<file path="src/dot_clock_pkg.sv">
package dot_clock_pkg;

    // Register port
    localparam int           ADDR_W        = 8;
    localparam int           DATA_W        = 8;
    localparam logic [7:0]   REG_IN_SEL    = 8'h00;
    localparam logic [7:0]   REG_OUT_SEL   = 8'h01;
    localparam logic [7:0]   REG_STATUS    = 8'h02;

    // Reset values
    localparam logic [7:0]   IN_SEL_RESET  = 8'h00;
    localparam logic [7:0]   OUT_SEL_RESET = 8'h3e;

    // Input-select fields
    localparam int           IN_CODE_LSB   = 0;
    localparam int           IN_CODE_W     = 3;
    localparam int           IN_DOUBLE_BIT = 4;
    localparam logic [2:0]   CODE_A        = 3'h0;
    localparam logic [2:0]   CODE_B        = 3'h1;
    localparam logic [2:0]   CODE_SINGLE0  = 3'h2;
    localparam logic [2:0]   CODE_SINGLE1  = 3'h3;
    localparam logic [2:0]   CODE_DIFF     = 3'h4;

    // Output-select fields
    localparam int           OUT_REF_LSB   = 0;
    localparam int           OUT_VID_LSB   = 3;
    localparam int           RATIO_W       = 3;
    localparam int           OUT_SHIFT_BIT = 6;
    localparam logic [2:0]   RATIO_HELD    = 3'h7;
    localparam logic [5:0]   COUNTER_CLEAR = 6'h3f;

    // Common counter
    localparam int           CNT_W         = 6;

    // Settling window after a select write
    localparam int           CLK_PERIOD_NS = 100;
    localparam int           SETTLE_NS     = 30;
    localparam int           SETTLE_RAW    =
        (SETTLE_NS + CLK_PERIOD_NS - 1) / CLK_PERIOD_NS;
    localparam int           SETTLE_CYCLES = (SETTLE_RAW < 1) ? 1 : SETTLE_RAW;
    localparam int           SETTLE_W      = 4;

    typedef enum logic [3:0] {
        SRC_A      = 4'b0001,
        SRC_B      = 4'b0010,
        SRC_SINGLE = 4'b0100,
        SRC_DIFF   = 4'b1000
    } source_e;

endpackage : dot_clock_pkg

</file>
<file path="src/clock_ratio_tap.sv">
`timescale 1ns/10ps
module clock_ratio_tap #(
    parameter int CNT_W = 6
) (
    input  wire logic [CNT_W-1:0] cnt,      // Common counter value
    input  wire logic             dotLevel, // Registered pixel clock level
    input  wire logic [2:0]       ratio,    // Power-of-two ratio code
    input  wire logic             heldLevel,// Level while held
    output logic                  tapLevel  // Divided clock level
);
    logic [2:0] bitSel;

    always_comb begin
        bitSel = ratio - 3'h1;
        if (ratio == 3'h7) begin
            tapLevel = heldLevel;
        end else if (ratio == 3'h0) begin
            tapLevel = dotLevel;
        end else begin
            tapLevel = cnt[bitSel];
        end
    end

endmodule : clock_ratio_tap

</file>
<file path="src/dot_clock_source_and_divider.sv">
`timescale 1ns/10ps
module dot_clock_source_and_divider
    import dot_clock_pkg::*;
#(
    parameter int CNT_WIDTH = dot_clock_pkg::CNT_W
) (
    input  wire logic                            clk,        // 10 MHz clock
    input  wire logic                            reset,      // Async reset
    input  wire logic [dot_clock_pkg::ADDR_W-1:0] regAddr,    // Reg address
    input  wire logic [dot_clock_pkg::DATA_W-1:0] regWrData,  // Write data
    input  wire logic                            regWrite,   // Write strobe
    input  wire logic                            regRead,    // Read strobe
    output logic      [dot_clock_pkg::DATA_W-1:0] regRdData,  // Read data
    input  wire logic                            clockInputA,// Clock pin a
    input  wire logic                            clockInputB,// Clock pin b
    input  wire logic                            dualClockP, // Dual pin true
    input  wire logic                            dualClockN, // Dual pin compl.
    input  wire logic                            blankActive,// Blanking level
    output logic                                 refClockOut,// Reference clock
    output logic                                 shiftClockOut,// Shift clock
    output logic                                 videoClockOut // Video clock
);
    import dot_clock_pkg::*;

    function automatic logic codeValid(input logic [7:0] v);
        logic [2:0] c;
        c = v[IN_CODE_LSB +: IN_CODE_W];
        codeValid = (c <= CODE_DIFF);
    endfunction : codeValid

    function automatic source_e codeSource(input logic [7:0] v);
        logic [2:0] c;
        c = v[IN_CODE_LSB +: IN_CODE_W];
        unique case (c)
            CODE_A:                     codeSource = SRC_A;
            CODE_B:                     codeSource = SRC_B;
            CODE_SINGLE0, CODE_SINGLE1: codeSource = SRC_SINGLE;
            default:                    codeSource = SRC_DIFF;
        endcase
    endfunction : codeSource

    // Register state
    logic [7:0]          inSel_r,   inSel_nxt;
    logic [7:0]          outSel_r,  outSel_nxt;
    logic [7:0]          actSel_r,  actSel_nxt;
    logic [SETTLE_W-1:0] settle_r,  settle_nxt;
    logic [7:0]          rdData_r,  rdData_nxt;

    // Pin and counter state
    logic [4:0]          sync1_r,   sync2_r;
    logic                srcPrev_r, srcPrev_nxt;
    logic                pixLvl_r,  pixLvl_nxt;
    logic [CNT_WIDTH-1:0] cnt_r,    cnt_nxt;

    // Output state
    logic                refClk_r,  refClk_nxt;
    logic                shiftClk_r, shiftClk_nxt;
    logic                vidClk_r,  vidClk_nxt;
    logic                gateOpen_r, gateOpen_nxt;

    logic                wrIn;
    logic                wrOut;
    logic                counterClear;
    logic                dotRise;
    logic                wrap;
    logic                srcLevel;
    logic                pixelRateClock;
    logic                doubled;
    logic                blankSync;
    logic                refTap;
    logic                vidTap;
    source_e             srcSel;

    assign wrIn         = regWrite && (regAddr == REG_IN_SEL);
    assign wrOut        = regWrite && (regAddr == REG_OUT_SEL);
    assign counterClear = wrOut && (regWrData[5:0] == COUNTER_CLEAR);
    assign srcSel       = codeSource(inSel_r);
    assign doubled      = inSel_r[IN_DOUBLE_BIT];
    assign blankSync    = sync2_r[4];

    always_comb begin
        inSel_nxt  = inSel_r;
        outSel_nxt = outSel_r;
        actSel_nxt = actSel_r;
        settle_nxt = settle_r;
        rdData_nxt = 8'h00;
        if (settle_r != '0) begin
            settle_nxt = settle_r - SETTLE_W'(1);
        end
        if (wrIn && codeValid(regWrData)) begin
            inSel_nxt  = regWrData;
            settle_nxt = SETTLE_W'(SETTLE_CYCLES);
        end
        if (wrOut) begin
            outSel_nxt = regWrData;
            settle_nxt = SETTLE_W'(SETTLE_CYCLES);
        end
        if (counterClear) begin
            actSel_nxt = regWrData;
        end else if (wrap) begin
            actSel_nxt = outSel_r;
        end
        if (regRead) begin
            unique case (regAddr)
                REG_IN_SEL:  rdData_nxt = inSel_r;
                REG_OUT_SEL: rdData_nxt = outSel_r;
                REG_STATUS:  rdData_nxt = {settle_r != '0, gateOpen_r,
                                           actSel_r != outSel_r, doubled,
                                           srcSel};
                default:     rdData_nxt = 8'h00;
            endcase
        end
    end

    always_ff @(posedge clk or posedge reset) begin
        if (reset) begin
            inSel_r  <= IN_SEL_RESET;
            outSel_r <= OUT_SEL_RESET;
            actSel_r <= OUT_SEL_RESET;
            settle_r <= '0;
            rdData_r <= 8'h00;
        end else begin
            inSel_r  <= inSel_nxt;
            outSel_r <= outSel_nxt;
            actSel_r <= actSel_nxt;
            settle_r <= settle_nxt;
            rdData_r <= rdData_nxt;
        end
    end

    assign regRdData = rdData_r;

    // Pixel clock source: sampled pins, selection and optional doubler
    always_comb begin
        srcLevel = 1'b0;
        unique case (srcSel)
            SRC_A:      srcLevel = sync2_r[0];
            SRC_B:      srcLevel = sync2_r[1];
            SRC_SINGLE: srcLevel = sync2_r[2];
            SRC_DIFF:   srcLevel = sync2_r[2] & ~sync2_r[3];
        endcase
        // Doubling: one pixel pulse per source edge
        pixelRateClock = doubled ? (srcLevel ^ srcPrev_r) : srcLevel;
        srcPrev_nxt    = srcLevel;
        pixLvl_nxt     = pixelRateClock;
        dotRise        = pixelRateClock & ~pixLvl_r;
        wrap           = dotRise && (cnt_r == '1);
        cnt_nxt        = cnt_r;
        if (counterClear) begin
            cnt_nxt = '0;
        end else if (dotRise) begin
            cnt_nxt = cnt_r + CNT_WIDTH'(1);
        end
    end

    always_ff @(posedge clk or posedge reset) begin
        if (reset) begin
            sync1_r   <= 5'h00;
            sync2_r   <= 5'h00;
            srcPrev_r <= 1'b0;
            pixLvl_r  <= 1'b0;
            cnt_r     <= '0;
        end else begin
            sync1_r   <= {blankActive, dualClockN, dualClockP,
                          clockInputB, clockInputA};
            sync2_r   <= sync1_r;
            srcPrev_r <= srcPrev_nxt;
            pixLvl_r  <= pixLvl_nxt;
            cnt_r     <= cnt_nxt;
        end
    end

    // Divided outputs, bit 7 never consulted

    clock_ratio_tap #(
        .CNT_W     (CNT_WIDTH)
    ) refTapInst (
        .cnt       (cnt_r),
        .dotLevel  (pixLvl_r),
        .ratio     (actSel_r[OUT_REF_LSB +: RATIO_W]),
        .heldLevel (1'b0),
        .tapLevel  (refTap)
    );

    clock_ratio_tap #(
        .CNT_W     (CNT_WIDTH)
    ) vidTapInst (
        .cnt       (cnt_r),
        .dotLevel  (pixLvl_r),
        .ratio     (actSel_r[OUT_VID_LSB +: RATIO_W]),
        .heldLevel (1'b1),
        .tapLevel  (vidTap)
    );

    always_comb begin
        gateOpen_nxt = gateOpen_r;
        // Gate moves only while the reference is low: no clipped pulse
        if (!refTap) begin
            gateOpen_nxt = !blankSync;
        end
        refClk_nxt   = refTap;
        shiftClk_nxt = refTap && gateOpen_r
                       && actSel_r[OUT_SHIFT_BIT];
        vidClk_nxt   = vidTap;
    end

    always_ff @(posedge clk or posedge reset) begin
        if (reset) begin
            gateOpen_r <= 1'b0;
            refClk_r   <= 1'b0;
            shiftClk_r <= 1'b0;
            vidClk_r   <= 1'b1;
        end else begin
            gateOpen_r <= gateOpen_nxt;
            refClk_r   <= refClk_nxt;
            shiftClk_r <= shiftClk_nxt;
            vidClk_r   <= vidClk_nxt;
        end
    end

    assign refClockOut   = refClk_r;
    assign shiftClockOut = shiftClk_r;
    assign videoClockOut = vidClk_r;
endmodule : dot_clock_source_and_divider

</file>
<file path="config.mk">
export PLATFORM = sky130hd
export DESIGN_NAME = dot_clock_source_and_divider
export DESIGN_NICKNAME = d
export VERILOG_FILES = /design/src/dot_clock_pkg.sv /design/src/clock_ratio_tap.sv /design/src/dot_clock_source_and_divider.sv
export SDC_FILE = /design/constraint.sdc
export NUM_CORES = 1
export LEC_CHECK = 0
export BUFFER_PORTS_ARGS = -buffer_cell sky130_fd_sc_hd__buf_2
export CAP_MARGIN = 20
export CORE_MARGIN = 5
export CORE_UTILIZATION = 30
export CTS_CLUSTER_SIZE = 14
export DETAILED_ROUTE_END_ITERATION = 16
export MAX_ROUTING_LAYER = met4
export PLACE_DENSITY = 0.51
export SETUP_SLACK_MARGIN = 0.05
export SLEW_MARGIN = 20
export SYNTH_ARGS = -nofsm -noshare
export SYNTH_HDL_FRONTEND = slang
export SYNTH_HIERARCHICAL = 1
export SYNTH_SLANG_ARGS = --single-unit
</file>
<file path="constraint.sdc">
create_clock -name clk -period 2 [get_ports clk]
set_input_delay 0.2 -clock clk [delete_from_list [all_inputs] [get_ports clk]]
set_output_delay 0.2 -clock clk [all_outputs]
set_load 0.01 [all_outputs]
</file>
==> impl_metrics.ini <==
[status]
run_status = completed

[setup_path]
r2r_cells = 6
path_class = register to register
critPathLaunchType = register
crit_path_largest_cell_delay_ps = 570
timing.critical_path.required_ps = 2230
crit_arrival_ps = 2030
timing.critical_path.slowest_stage_cell = sky130_fd_sc_hd__dfstp_2
crit_path_end_kind = register
worst-path-max-fanout = 4
crit_path_cell_trace = inv_1 -> ha_4 -> mux4_2 -> a21oi_2 -> o41ai_4 -> and3_1

[layout]
final_cell_count_without_fillers = 454
design_area_sq_mm = 0.003623
leading_cell_type_in_the_layout_fill_and_taps_excluded = sky130_fd_sc_hd__dfrtp_1
num-nets-final = 354
commonest_cells_after_routing_fill_and_taps_aside = sky130_fd_sc_hd__dfrtp_1, sky130_fd_sc_hd__buf_2, sky130_fd_sc_hd__nand2_1
final_layout_size_suffix_gt1_frac = 0.3292
num_antenna_cells = 0
synthToLayoutAreaGrowth_pct = 26.24

[cts]
htree_num_levels = 3
path_clk_slew_ps = 70
clock_sink_count = 58
cts-root-buf = sky130_fd_sc_hd__clkbuf_8
cts_buf_count = 9
tritoncts = yes
clock_insertion_delay_worst_skew_ps = 340
clk_path_buf_depth = 2

[timing]
worstMarginPinSlew_ps = 544.8
maxClockFrequency_mhz = 553.8
worst_slew_margin_rel = 0.6362
fin_crit_ps = 1806
final_hold_viol_count = 0
clock_skew_ps = 9.626
slew_violations = 0
report.final.setup_viol = 0
worst_hold_slack_ps = 137.6
totalNegativeSetupSlack_ps = 0
rsz_0062_raised_after_global_routing = false
timing.final.crit_share = 0.9029

[global_routing]
gr_util_met3 = 0.03059
grt_util_met2 = 0.1847
gr-max-usage-layer = met2
first_global_vias = 2116
antenna_violations_before_repair = 0
global_route_congestion_overflow_total = 0
gr-usage-all-layers = 0.1268
maximum_number_of_pins_on_one_net_before_global_route_repair = 36
use_met1 = 0.1674
grt_first_pass_wirelength_mm = 10.94

[pwr]
power.density_mw_per_mm2 = 1155
ir_drop_uv = 438.3
finalPower_uw = 4186
p_leak_uw = 0.001659

[logic_synthesis]
synth_top_area_cell = sky130_fd_sc_hd__dfrtp_1
postSynth.asyncResetShare = 1.000
largest_family_of_logic_cells_by_synthesized_area = simple AND/OR/NAND/NOR gates
xor_xnor_share_of_the_synthesized_area = 0.03357
synth-seq-area-share = 0.5105
syn-instance-count = 260
ys_seq_elements = 58
dominantRegCellSynth = sky130_fd_sc_hd__dfrtp_1
synth-adder-area-share = 0.03923
post_synth_instance_area_sq_mm = 0.002870
number_of_synthesized_flops_with_an_enable_pin = 0
synth_area_per_cell_sq_um = 11.04
synth-compound-area-share = 0.09459
synth.top_cells.by_area = sky130_fd_sc_hd__dfrtp_1, sky130_fd_sc_hd__dfstp_2, sky130_fd_sc_hd__mux2_2, sky130_fd_sc_hd__mux2i_1, sky130_fd_sc_hd__ha_1
synth_top_cell_area_share = 0.4098
synth_mux_area_frac = 0.1312
distinct_cells_synth = 46
yosys_warnings = 6
synth_simple_gate_area_share = 0.1574
postSynthNetCount = 294

[routing]
wl_per_cell_um = 14.30
route.detailed.vias_per_inst = 4.568
drtAntennaViolNets = 0
drt-pass1-iter-count = 4
detailedRoute.firstIterationViolations = 78
postRouteWirelength_mm = 6.491
detailroute.via_count = 2074
drcViolationCount = 0

[floorplanning]
core-area_sq_mm = 0.009284
die_width_um = 107.8
floorplan.die.height_um = 107.8
placementRows = 35
die-area_sq_mm = 0.01162
floorplan.io_pins = 36
starting_density_of_the_core = 0.3092

[place]
placement.io_buffers = 35
gp_congestion = 0.7972
place_inst = 430
placedInstanceArea_sq_mm = 0.003281
dp_hpwl_mm = 4.822

[hold_path]
worst_hold_path.num_cells = 3
worstHoldPathType = input port to register

[run]
maxCapViolCount = 0
## path summary, 6_finish.rpt
path                                    from            end  slack [ps]
worst max-delay path             actSel_r[1]  shiftClockOut         190
worst min-delay path            regWrData[7]    actSel_r[7]         140
worst max register to register   actSel_r[1]  shiftClockOut         190
worst min register to register    sync1_r[0]     sync2_r[0]         350
max in group asynchronous              reset    actSel_r[1]         920
min in group asynchronous              reset   regRdData[4]         440
## routing by layer
metal	wire length, um	vias to the layer above	share of wire
met4	142	0	0.022
li1	-	1033	-
met1	3180	992	0.49
met3	210	10	0.032
met5	0	-	0
met2	2957	39	0.46
## synth_stat cells (2+ instances only)
cell type                  instances
sky130_fd_sc_hd__a211oi_1          3
sky130_fd_sc_hd__a21oi_1          10
sky130_fd_sc_hd__a21oi_2           2
sky130_fd_sc_hd__a22oi_1           2
sky130_fd_sc_hd__a31oi_1           5
sky130_fd_sc_hd__and2_1            3
sky130_fd_sc_hd__and3_1            2
sky130_fd_sc_hd__buf_2             2
sky130_fd_sc_hd__buf_4             3
sky130_fd_sc_hd__clkbuf_1          2
sky130_fd_sc_hd__conb_1            2
sky130_fd_sc_hd__dfrtp_1          47
sky130_fd_sc_hd__dfstp_2          11
sky130_fd_sc_hd__ha_1              9
sky130_fd_sc_hd__inv_1            11
sky130_fd_sc_hd__mux2_2           17
sky130_fd_sc_hd__mux2i_1          14
sky130_fd_sc_hd__mux4_2            2
sky130_fd_sc_hd__nand2_1          30
sky130_fd_sc_hd__nand2b_1          4
sky130_fd_sc_hd__nand3_1           5
sky130_fd_sc_hd__nor2_1           19
sky130_fd_sc_hd__nor2b_1           2
sky130_fd_sc_hd__nor3_1            3
sky130_fd_sc_hd__nor3b_1           2
sky130_fd_sc_hd__nor4_1            4
sky130_fd_sc_hd__o211ai_1          4
sky130_fd_sc_hd__o21ai_0           4
sky130_fd_sc_hd__o31ai_1           3
sky130_fd_sc_hd__o41ai_2           2
sky130_fd_sc_hd__or3_1             4
sky130_fd_sc_hd__or3b_1            2
sky130_fd_sc_hd__or4_1             3
sky130_fd_sc_hd__xor2_1           10
## worst max-delay path: cells and delay by family (launching register included)
| family | cells | cell delay [ps] |
|---|---|---|
| compound gates | 2 | 260 |
| buf+inv | 1 | 90 |
| flops | 1 | 570 |
| simple gates | 1 | 190 |
| fa+ha+maj | 1 | 290 |
| mux | 1 | 310 |
## per-stage QoR
step | util | setup WS, ps
global placement | 0.3534 | 129.7
detailed placement | 0.3534 | 93.03
floorplan | - | 243.5
finish | 0.3903 | 194.2
global route | 0.3903 | 59.74
CTS | 0.3844 | 70.72
## sequential cells by signal, summed over array words and instances (netlist names), 4 cells and up
register	flops
actSel_r	8
cnt_r	6
inSel_r	8
outSel_r	8
regRdData	8
settle_r	4
sync1_r	5
sync2_r	5
## cells by family after synthesis
kind of cell,after synthesis
adders and majority gates,9
buffers and inverters,20
xor gates and xnor gates,11
DFF,58
AOI/OAI and AO/OA,38
other,2
and+or+nand+nor,89
muxes,33
## cell type report
class,count,area (sq um)
Clock buffer,10,137.6
Sequential cell,58,1465
Fill cell,913,5660
Clock inverter,6,90.09
Timing Repair Buffer,57,367.9
Inverter,12,45.04
Tap cell,129,161.4
Multi-Input combinational cell,182,1356
## report_power, final
part | leakage (uW) | internal (uW) | switching [uW]
combinational | 0.000835 | 651 | 604
sequential | 0.000712 | 1450 | 252
clock | 0.000112 | 737 | 492
total | 0.00166 | 2840 | 1350
## timing repair
item	in CTS	in global routing
endpoints found under the setup margin	0	10
buffers inserted	0	2
gates resized for setup	0	5
hold buffers	6	0
hold endpoints to repair	24	0
Power figures use the tool's default switching activity.
